[src/logic/watchdog_pkg.sv]
// Constants, register map and types shared by the watchdog design files.
// Assumes a 25 MHz core clock and 32-bit APB registers on aligned words.
package watchdog_pkg;
	// Clock and oscillator timing.
	localparam int CLK_PERIOD_NS = 40;
	localparam int RC_PERIOD_NS = 65000;
	localparam int RC_PERIOD_CYCLES = RC_PERIOD_NS / CLK_PERIOD_NS;
	localparam logic [10:0] RC_TICK_LAST = 11'(RC_PERIOD_CYCLES - 1);
	localparam int INSTR_CLOCK_DIV = 4;
	localparam logic [1:0] INSTR_TICK_LAST = 2'(INSTR_CLOCK_DIV - 1);

	// Divider chain.
	localparam int FIXED_STAGES = 8;
	localparam int PRESCALE_STAGES = 7;
	localparam logic [FIXED_STAGES-1:0] FIXED_LAST = 8'hff;

	// Register indices and byte addresses.
	localparam logic [7:0] CONFIG_INDEX = 8'h09;
	localparam logic [7:0] CONFIG_ADDR = {CONFIG_INDEX[5:0], 2'h0};
	localparam logic [7:0] FLAGS_ADDR = 8'h40;
	localparam logic [7:0] IRQ_STATUS_ADDR = 8'h44;
	localparam logic [7:0] IRQ_MASK_ADDR = 8'h48;

	// Configuration register layout.
	localparam logic [7:0] CONFIG_RESET = 8'h07;
	localparam int RATIO_LSB = 0;
	localparam int RATIO_MSB = 2;
	localparam int UNUSED_BIT = 3;
	localparam int TEST_LSB = 4;
	localparam int TEST_MSB = 7;
	localparam logic [3:0] TEST_DAC_WRITE = 4'h5;

	// Flag register layout.
	localparam int FLAG_TIMEOUT_BIT = 0;
	localparam int FLAG_POWERDOWN_BIT = 1;

	// Interrupt status and mask layout.
	localparam int IRQ_WIDTH = 2;
	localparam int IRQ_CHIP_RESET_BIT = 0;
	localparam int IRQ_WARM_RESET_BIT = 1;
	localparam logic [IRQ_WIDTH-1:0] IRQ_MASK_RESET = 2'h0;

	typedef enum {
		KICK_IDLE,
		KICK_FIRST_SEEN,
		KICK_SECOND_SEEN
	} kick_state_type;
endpackage : watchdog_pkg

[src/logic/watchdog_divider.sv]
// Fixed divide-by-256 stage followed by the programmable prescaler.
// Assumes tick is a one-cycle pulse per watchdog source clock period.
`timescale 1ns/100ps
module watchdog_divider (
	input wire logic mclk,
	input wire logic rst_n,
	input wire logic clear,
	input wire logic tick,
	input wire logic [2:0] ratio,
	output logic overflow
);
	logic [watchdog_pkg::FIXED_STAGES-1:0] stage;
	logic [watchdog_pkg::PRESCALE_STAGES-1:0] pre;
	logic [watchdog_pkg::PRESCALE_STAGES-1:0] mask;
	logic preFull;
	logic stageFull;

	// Only the low ratio bits of the prescaler take part in the count.
	for (genvar i = 0; i < watchdog_pkg::PRESCALE_STAGES; i++) begin : g_mask
		assign mask[i] = (ratio > 3'(i));
	end

	assign preFull = &(pre | ~mask);
	assign stageFull = (stage == watchdog_pkg::FIXED_LAST);

	always_ff @(posedge mclk or negedge rst_n) begin
		if (!rst_n) begin
			stage <= '0;
			pre <= '0;
		end else if (clear) begin
			stage <= '0;
			pre <= '0;
		end else if (tick) begin
			stage <= stage + 8'h01;
			if (stageFull) begin
				if (preFull) begin
					pre <= '0;
				end else begin
					pre <= pre + 7'h01;
				end
			end
		end
	end

	always_ff @(posedge mclk or negedge rst_n) begin
		if (!rst_n) begin
			overflow <= 1'b0;
		end else begin
			overflow <= !clear && tick && stageFull && preFull;
		end
	end
endmodule : watchdog_divider

[src/logic/watchdog_timer_with_prescaler.sv]
// Watchdog timer with clock source choice, fixed divider, prescaler and APB registers.
// Assumes core strobes arrive on mclk and configuration options are static levels.
//
// Summary of operation
// Watchdog counts the RC oscillator or the core clock divided by four.
// With the watchdog disabled, every watchdog operation including clears does nothing. Here a halt still clears the timeout flag.
// The selected clock first passes a fixed eight-stage divide-by-256 divider.
// Ratio field bits 2 to 0 set a prescale of two to that power.
// Configuration bit 3 is unused and always reads zero.
// Upper nibble is a test field; value 0101 selects DAC write mode.
// On the instruction clock the watchdog stops counting during halt.
// The RC oscillator runs through power-down unless an option turns it off.
// Overflow in normal operation gives a chip reset and sets the timeout flag.
// Overflow during halt gives a warm reset of program counter and stack only.
// Count clears on external reset, a valid software clear, or halt.
// An option picks single or paired clear instructions, never both.
// In single mode each single clear instruction clears the counter at once.
// In paired mode both first and second clears must occur before clearing.
// The RC oscillator model has a typical period of 65 microseconds.
// Halt stops the system oscillator; core strobes are ignored until wake-up.
// Timeout flag clears on power-up, clear instruction or halt; sets on timeout.
// Halt clears the counter and prescaler and counting restarts.
// Overflow after 256 times the ratio source periods; chain restarts on clear.
//
// The APB interface to the registers was decided locally.
`timescale 1ns/100ps
module watchdog_timer_with_prescaler (
	input wire logic mclk,
	input wire logic rst_n,
	input wire logic psel,
	input wire logic penable,
	input wire logic pwrite,
	input wire logic [7:0] paddr,
	input wire logic [31:0] pwdata,
	output logic [31:0] prdata,
	output logic pready,
	output logic pslverr,
	input wire logic optWdtEnable,
	input wire logic optClockRc,
	input wire logic optPairedClear,
	input wire logic optRcOffInHalt,
	input wire logic watchdogKickSingle,
	input wire logic watchdogKickFirst,
	input wire logic watchdogKickSecond,
	input wire logic haltExec,
	input wire logic haltActive,
	output logic chipReset,
	output logic warmReset,
	output logic timeoutFlag,
	output logic powerdownFlag,
	output logic dacWriteMode,
	output logic irq
);
	logic accessStart;
	logic accessDone;
	logic wrDone;
	logic rdDone;
	logic selConfig;
	logic selFlags;
	logic selStatus;
	logic selMask;
	logic mapped;
	logic [31:0] readValue;

	logic [1:0] instrCount;
	logic instrTick;
	logic [10:0] rcCount;
	logic rcRunning;
	logic rcTick;
	logic sourceTick;

	watchdog_pkg::kick_state_type kickState;
	watchdog_pkg::kick_state_type next_kickState;
	logic kickValid;
	logic kickInputs;
	logic divClear;
	logic overflow;
	logic normalOverflow;
	logic haltOverflow;

	logic [7:0] wdConfig;
	logic [7:0] next_wdConfig;
	logic [watchdog_pkg::IRQ_WIDTH-1:0] irqStatus;
	logic [watchdog_pkg::IRQ_WIDTH-1:0] next_irqStatus;
	logic [watchdog_pkg::IRQ_WIDTH-1:0] irqMask;
	logic [watchdog_pkg::IRQ_WIDTH-1:0] irqEvents;
	logic [watchdog_pkg::IRQ_WIDTH-1:0] irqCleared;

	// APB access: pready rises one cycle into the access phase.
	assign accessStart = psel && penable && !pready;
	assign accessDone = psel && penable && pready;
	assign wrDone = accessDone && pwrite;
	assign rdDone = accessDone && !pwrite;
	// Decode on the full byte address; unmapped words answer with an error and read zero.
	assign selConfig = (paddr == watchdog_pkg::CONFIG_ADDR);
	assign selFlags = (paddr == watchdog_pkg::FLAGS_ADDR);
	assign selStatus = (paddr == watchdog_pkg::IRQ_STATUS_ADDR);
	assign selMask = (paddr == watchdog_pkg::IRQ_MASK_ADDR);
	assign mapped = selConfig || selFlags || selStatus || selMask;

	always_comb begin
		readValue = 32'h0000_0000;
		if (selConfig) begin
			readValue[7:0] = wdConfig;
		end else if (selFlags) begin
			readValue[watchdog_pkg::FLAG_TIMEOUT_BIT] = timeoutFlag;
			readValue[watchdog_pkg::FLAG_POWERDOWN_BIT] = powerdownFlag;
		end else if (selStatus) begin
			readValue[watchdog_pkg::IRQ_WIDTH-1:0] = irqStatus;
		end else if (selMask) begin
			readValue[watchdog_pkg::IRQ_WIDTH-1:0] = irqMask;
		end
	end

	always_ff @(posedge mclk or negedge rst_n) begin
		if (!rst_n) begin
			pready <= 1'b0;
		end else begin
			pready <= accessStart;
		end
	end

	always_ff @(posedge mclk or negedge rst_n) begin
		if (!rst_n) begin
			pslverr <= 1'b0;
		end else begin
			pslverr <= accessStart && !mapped;
		end
	end

	// Read data hold until the next access, so the status clear can use what was returned.
	always_ff @(posedge mclk or negedge rst_n) begin
		if (!rst_n) begin
			prdata <= 32'h0000_0000;
		end else if (accessStart) begin
			prdata <= pwrite ? 32'h0000_0000 : readValue;
		end
	end

	// Instruction clock: the core clock divided by four, frozen while halted
	// because the system oscillator is then stopped.
	assign instrTick = (instrCount == watchdog_pkg::INSTR_TICK_LAST) && !haltActive;

	always_ff @(posedge mclk or negedge rst_n) begin
		if (!rst_n) begin
			instrCount <= 2'h0;
		end else if (!haltActive) begin
			instrCount <= instrCount + 2'h1;
		end
	end

	// The RC oscillator is modelled as a tick every typical period. Its real
	// period drifts, so software must not rely on exact time-outs.
	assign rcRunning = !(haltActive && optRcOffInHalt);
	assign rcTick = rcRunning && (rcCount == watchdog_pkg::RC_TICK_LAST);

	always_ff @(posedge mclk or negedge rst_n) begin
		if (!rst_n) begin
			rcCount <= 11'h000;
		end else if (rcRunning) begin
			if (rcCount == watchdog_pkg::RC_TICK_LAST) begin
				rcCount <= 11'h000;
			end else begin
				rcCount <= rcCount + 11'h001;
			end
		end
	end

	// A disabled watchdog gets no ticks, so its chain cannot advance even for one cycle.
	assign sourceTick = optWdtEnable && (optClockRc ? rcTick : instrTick);

	// Software clears. Core strobes are ignored while halted.
	assign kickInputs = optWdtEnable && !haltActive;

	// In paired mode the halves may come in either order or together; a repeated half is ignored.
	always_comb begin
		next_kickState = kickState;
		kickValid = 1'b0;
		if (!kickInputs) begin
			kickValid = 1'b0;
		end else if (!optPairedClear) begin
			next_kickState = watchdog_pkg::KICK_IDLE;
			kickValid = watchdogKickSingle;
		end else begin
			case (kickState)
				watchdog_pkg::KICK_IDLE: begin
					if (watchdogKickFirst && watchdogKickSecond) begin
						kickValid = 1'b1;
					end else if (watchdogKickFirst) begin
						next_kickState = watchdog_pkg::KICK_FIRST_SEEN;
					end else if (watchdogKickSecond) begin
						next_kickState = watchdog_pkg::KICK_SECOND_SEEN;
					end
				end
				watchdog_pkg::KICK_FIRST_SEEN: begin
					if (watchdogKickSecond) begin
						kickValid = 1'b1;
						next_kickState = watchdog_pkg::KICK_IDLE;
					end
				end
				watchdog_pkg::KICK_SECOND_SEEN: begin
					if (watchdogKickFirst) begin
						kickValid = 1'b1;
						next_kickState = watchdog_pkg::KICK_IDLE;
					end
				end
				default: begin
					next_kickState = watchdog_pkg::KICK_IDLE;
				end
			endcase
		end
		if (haltExec || overflow) begin
			next_kickState = watchdog_pkg::KICK_IDLE;
		end
	end

	// The pairing state is kept while kicks are ignored; a halt or an overflow returns it to idle.
	always_ff @(posedge mclk or negedge rst_n) begin
		if (!rst_n) begin
			kickState <= watchdog_pkg::KICK_IDLE;
		end else begin
			kickState <= next_kickState;
		end
	end

	// A disabled watchdog holds its chain cleared so that it never overflows.
	assign divClear = !optWdtEnable || kickValid || haltExec;

	// The ratio comes straight from the register, so a new ratio applies to the count in progress.
	watchdog_divider u_divider (
		.mclk(mclk),
		.rst_n(rst_n),
		.clear(divClear),
		.tick(sourceTick),
		.ratio(wdConfig[watchdog_pkg::RATIO_MSB:watchdog_pkg::RATIO_LSB]),
		.overflow(overflow)
	);

	// Only an overflow outside halt is a full chip reset; in halt it wakes the core with a warm reset.
	assign normalOverflow = overflow && !haltActive;
	assign haltOverflow = overflow && haltActive;

	always_ff @(posedge mclk or negedge rst_n) begin
		if (!rst_n) begin
			chipReset <= 1'b0;
		end else begin
			chipReset <= normalOverflow;
		end
	end

	always_ff @(posedge mclk or negedge rst_n) begin
		if (!rst_n) begin
			warmReset <= 1'b0;
		end else begin
			warmReset <= haltOverflow;
		end
	end

	// The timeout flag is set in both modes so software can tell the cause.
	// A set in the same cycle as a clear wins.
	always_ff @(posedge mclk or negedge rst_n) begin
		if (!rst_n) begin
			timeoutFlag <= 1'b0;
		end else if (overflow) begin
			timeoutFlag <= 1'b1;
		end else if (kickValid || haltExec) begin
			timeoutFlag <= 1'b0;
		end
	end

	// The power-down flag records a halt while the watchdog is enabled, so software can tell a wake-up from a cold start.
	always_ff @(posedge mclk or negedge rst_n) begin
		if (!rst_n) begin
			powerdownFlag <= 1'b0;
		end else if (haltExec && optWdtEnable) begin
			powerdownFlag <= 1'b1;
		end else if (kickValid) begin
			powerdownFlag <= 1'b0;
		end
	end

	// Configuration register. A warm reset leaves it as it is.
	always_comb begin
		next_wdConfig = wdConfig;
		if (normalOverflow) begin
			next_wdConfig = watchdog_pkg::CONFIG_RESET;
		end else if (wrDone && selConfig) begin
			next_wdConfig = pwdata[7:0];
		end
		next_wdConfig[watchdog_pkg::UNUSED_BIT] = 1'b0;
	end

	always_ff @(posedge mclk or negedge rst_n) begin
		if (!rst_n) begin
			wdConfig <= watchdog_pkg::CONFIG_RESET;
		end else begin
			wdConfig <= next_wdConfig;
		end
	end

	// The test nibble is decoded from the next value, so the mode flag moves with the register.
	always_ff @(posedge mclk or negedge rst_n) begin
		if (!rst_n) begin
			dacWriteMode <= 1'b0;
		end else begin
			dacWriteMode <= (next_wdConfig[watchdog_pkg::TEST_MSB:watchdog_pkg::TEST_LSB]
				== watchdog_pkg::TEST_DAC_WRITE);
		end
	end

	// Interrupt status clears on read, but only the bits that the read returned,
	// so an event arriving between capture and completion is not lost.
	assign irqEvents[watchdog_pkg::IRQ_CHIP_RESET_BIT] = normalOverflow;
	assign irqEvents[watchdog_pkg::IRQ_WARM_RESET_BIT] = haltOverflow;
	assign irqCleared = (rdDone && selStatus) ? prdata[watchdog_pkg::IRQ_WIDTH-1:0] : '0;

	for (genvar i = 0; i < watchdog_pkg::IRQ_WIDTH; i++) begin : g_irq
		assign next_irqStatus[i] = irqEvents[i] || (irqStatus[i] && !irqCleared[i]);
	end

	always_ff @(posedge mclk or negedge rst_n) begin
		if (!rst_n) begin
			irqStatus <= '0;
		end else begin
			irqStatus <= next_irqStatus;
		end
	end

	always_ff @(posedge mclk or negedge rst_n) begin
		if (!rst_n) begin
			irqMask <= watchdog_pkg::IRQ_MASK_RESET;
		end else if (wrDone && selMask) begin
			irqMask <= pwdata[watchdog_pkg::IRQ_WIDTH-1:0];
		end
	end

	// A mask write counts at once, so the line follows the new mask on the same edge.
	always_ff @(posedge mclk or negedge rst_n) begin
		if (!rst_n) begin
			irq <= 1'b0;
		end else begin
			irq <= |(next_irqStatus & ((wrDone && selMask) ? pwdata[watchdog_pkg::IRQ_WIDTH-1:0] : irqMask));
		end
	end
endmodule : watchdog_timer_with_prescaler

[config.mk]
export PLATFORM = sky130hd
export DESIGN_NAME = watchdog_timer_with_prescaler
export DESIGN_NICKNAME = d
export VERILOG_FILES = /design/src/logic/watchdog_pkg.sv /design/src/logic/watchdog_divider.sv /design/src/logic/watchdog_timer_with_prescaler.sv
export SDC_FILE = /design/constraint.sdc
export NUM_CORES = 1
export LEC_CHECK = 0
export BUFFER_PORTS_ARGS = -buffer_cell sky130_fd_sc_hd__buf_2
export CAP_MARGIN = 10
export CORE_UTILIZATION = 40
export CTS_CLUSTER_SIZE = 14
export DETAILED_ROUTE_END_ITERATION = 16
export PLACE_DENSITY = 0.66
export SYNTH_ARGS = -nofsm -noshare
export SYNTH_HDL_FRONTEND = slang
export SYNTH_SLANG_ARGS = --single-unit
[constraint.sdc]
create_clock -name mclk -period 2.04 [get_ports mclk]
set_input_delay 0.102 -clock mclk [delete_from_list [all_inputs] [get_ports mclk]]
set_output_delay 0.102 -clock mclk [all_outputs]
set_load 0.005 [all_outputs]
==> results.py <==
metrics = {
    "power_and_ir_drop": {
        "ir_worst_vdd_v": 0.000709,
        "p_leak_uw": 0.00174,
        "power_frac_comb_pct": 15.1,
        "switching_share_pct": 25.9,
        "power_frac_clock_pct": 39.1,
        "powerDensity_nw_per_um2": 784,
        "p_seq_share_pct": 45.7,
        "p_int_uw": 2120,
        "power.net_switching_uw": 743,
    },
    "placed_design": {
        "port_buffers": 43,
        "hpwl_um": 4420,
        "gp_congestion": 0.832,
    },
    "clock_tree": {
        "cts_max_path_buffers": 2,
        "cts_made_buffers": 9,
        "clockRootBuffer": "clkbuf_8",
        "cts_tree": "built",
        "clk_pin_slew_worst_paths_ns": 0.06,
        "clock_sinks": 57,
        "clock_latency_ns": 0.34,
        "htreeDepth": 3,
    },
    "final_layout": {
        "final_common_cell": "dfrtp_1",
        "area_growth_pct": 18.9,
        "drive_gt1_share_pct": 25.1,
        "nFillCells": 674,
        "final_cell_mix": "dfrtp_1, buf_2, nand2_1",
        "nets": 430,
        "post-route-util_pct": 49.9,
        "antenna_cells": 0,
    },
    "global_route": {
        "grt_use_met3_pct": 5.30,
        "grt_pass1_vias": 2246,
        "gr-max-usage-layer": "met2",
        "grt_util_met1_pct": 20.1,
        "track_usage_pct": 16.7,
        "grt_pass1_wl_um": 10200,
        "grt_overflow_total": 0,
        "grt_start_max_net_pins": 43,
        "antenna_found_initial": 0,
        "use_met2_pct": 27.7,
    },
    "synth": {
        "ys_ff_latch": 57,
        "synth_edf_count": 0,
        "syn_inst": 310,
        "synthFlopType": "dfrtp_1",
        "synthArstFlopShare_pct": 100,
        "synth.distinct_cells": 58,
        "synth.avg_cell_area_um2": 9.92,
        "yosys_warnings": 0,
        "ys_seq_area_share_pct": 46.5,
        "synth_top_area_cell": "dfrtp_1",
        "synth_area_um2": 3070,
        "synth.top_cell.area_share_pct": 44.0,
        "synth_area_leaders": "dfrtp_1, buf_4, nand2_1, dfstp_2, a21oi_1",
    },
    "sta": {
        "min_period_over_period_pct": 94.3,
        "fin_crit_ns": 1.92,
        "hold_violations": 0,
        "max_freq_ghz": 0.520,
        "whs_ns": 0.0211,
        "rsz0062_at_grt": "no",
        "slew_violations": 0,
        "setup-violations-final": 0,
        "tns_ns": 0,
        "fin_skew_ns": 0.00762,
    },
    "worst_setup_path": {
        "worstSetupPathType": "flop to flop",
        "start_kind": "flop",
        "end_kind": "flop",
        "critPathRequiredTime_ns": 2.31,
        "critical_path_peak_fanout": 6,
        "cp.arrival_ns": 2.19,
    },
    "floorplan": {
        "core_um2": 7330,
        "ioPinCount": 94,
        "start_util_pct": 41.9,
        "rows": 31,
        "die_h_um": 89.7,
        "die_x_um": 89.7,
        "dieArea_um2": 8040,
    },
    "detailed_routing": {
        "viasPerCell": 5.11,
        "post-route-drc-count": 0,
        "wl_per_cell_um": 12.7,
        "drt_iter0_markers": 101,
        "totalWireLength_um": 6020,
        "dr.pass1.iters": 4,
        "vias": 2422,
        "antenna_left": 0,
    },
    "flow_run": {
        "drv_cap": 0,
    },
    "run_status": {
        "outcome": "finished, final reports clean",
    },
    "min_path": {
        "holdCritPathClass": "input port to flop",
    },
}
cell families after synthesis:
family / Yosys count / synth area share [%]
DFF: 57 / 46.5
adders and majority gates: 5 / 2.04
buffers and inverters: 42 / 8.63
AOI/OAI and AO/OA: 61 / 13.6
muxes: 9 / 3.30
xor gates and xnor gates: 13 / 3.70
other: 1 / 0.122
and+or+nand+nor: 122 / 22.1
final cells by class:
type	instances	area (um2)	share of cell area [%]
clock buffer	13	179	4.89
clock inverter	2	35.0	0.958
inverter	9	33.8	0.924
multi-input combinational	235	1500	40.9
sequential	57	1430	39.1
tap	99	124	3.39
timing repair buffer	59	358	9.79
critical path, stage by stage (launching register included):
cell     delay (ns)
dfrtp_1        0.41
inv_1          0.06
ha_1           0.14
and4b_1        0.20
and4_4         0.27
a31oi_4        0.13
or4_1          0.50
a21oi_1        0.15
cells in the mapped netlist, types with 2 or more instances:
master	count
dfrtp_1	54
nand2b_1	6
nand4_1	9
xor2_1	7
buf_2	2
nor2_1	20
or4_1	3
clkbuf_1	4
buf_4	26
a21oi_1	15
nand2_1	32
a22o_1	7
a21o_1	3
mux2i_1	6
nor4_1	4
dfstp_2	3
nor3_1	3
or3_1	8
o21ai_0	11
mux2_4	2
o22ai_1	3
and3_1	3
a22oi_1	2
o32ai_1	2
a211oi_1	5
ha_1	5
o31ai_1	5
inv_1	9
xnor2_1	6
nor2b_1	4
nand3_1	12
or2_2	3
state kept, by name (all words and copies together) (netlist names):
register            cells
chipReset               1
dacWriteMode            1
instrCount              2
irq                     1
irqMask                 2
irqStatus               2
kickState               2
powerdownFlag           1
prdata                  7
pready                  1
pslverr                 1
rcCount                11
timeoutFlag             1
u_divider.overflow      1
u_divider.pre           7
u_divider.stage         8
warmReset               1
wdConfig                7
metrics by stage:
stage	setup WS, ns	std cells	area, um2	total power, uW
final	0.117	474	3660	2870
after detailed placement	0.0552	455	3370	1760
after CTS	0.0366	474	3630	2900
after global placement	0.112	455	3370	1740
after floorplan	0.182	334	3160	1620
after global routing	0.00209	474	3660	3020
repair_timing:
action,4_1_cts,5_1_grt
resized for setup,0,5
buffers inserted,0,0
endpoints found under the hold margin,20,0
hold buffers,4,0
endpoints found under the setup margin,0,10
layer usage:
metal	up-vias	share of wire [%]
met5	-	0
met4	0	1.5
met3	7	4.7
met2	58	47
met1	1167	47
li1	1190	-
power by group through the flow:
stage                     registers (uW)  logic, uW  clock network (uW)
after floorplan                     1330        289                   0
after global placement              1330        414                   0
after detailed placement            1330        428                   0
after CTS                           1310        438                1150
after global routing                1320        512                1190
final                               1310        433                1120
path summary, 6_finish.rpt:
check                             from                 end  slack, ns  cells after the start
max in group asynchronous        rst_n         wdConfig[0]       1.22                      3
setup / recovery            rcCount[1]  u_divider.stage[3]       0.12                      7
setup reg to reg            rcCount[1]  u_divider.stage[3]       0.12                      7
hold reg to reg            wdConfig[7]           prdata[7]       0.49                      1
min in group asynchronous        rst_n             pslverr       0.22                      2
hold / removal               pwdata[0]         wdConfig[0]       0.02                      3
Power figures use the tool's default switching activity.
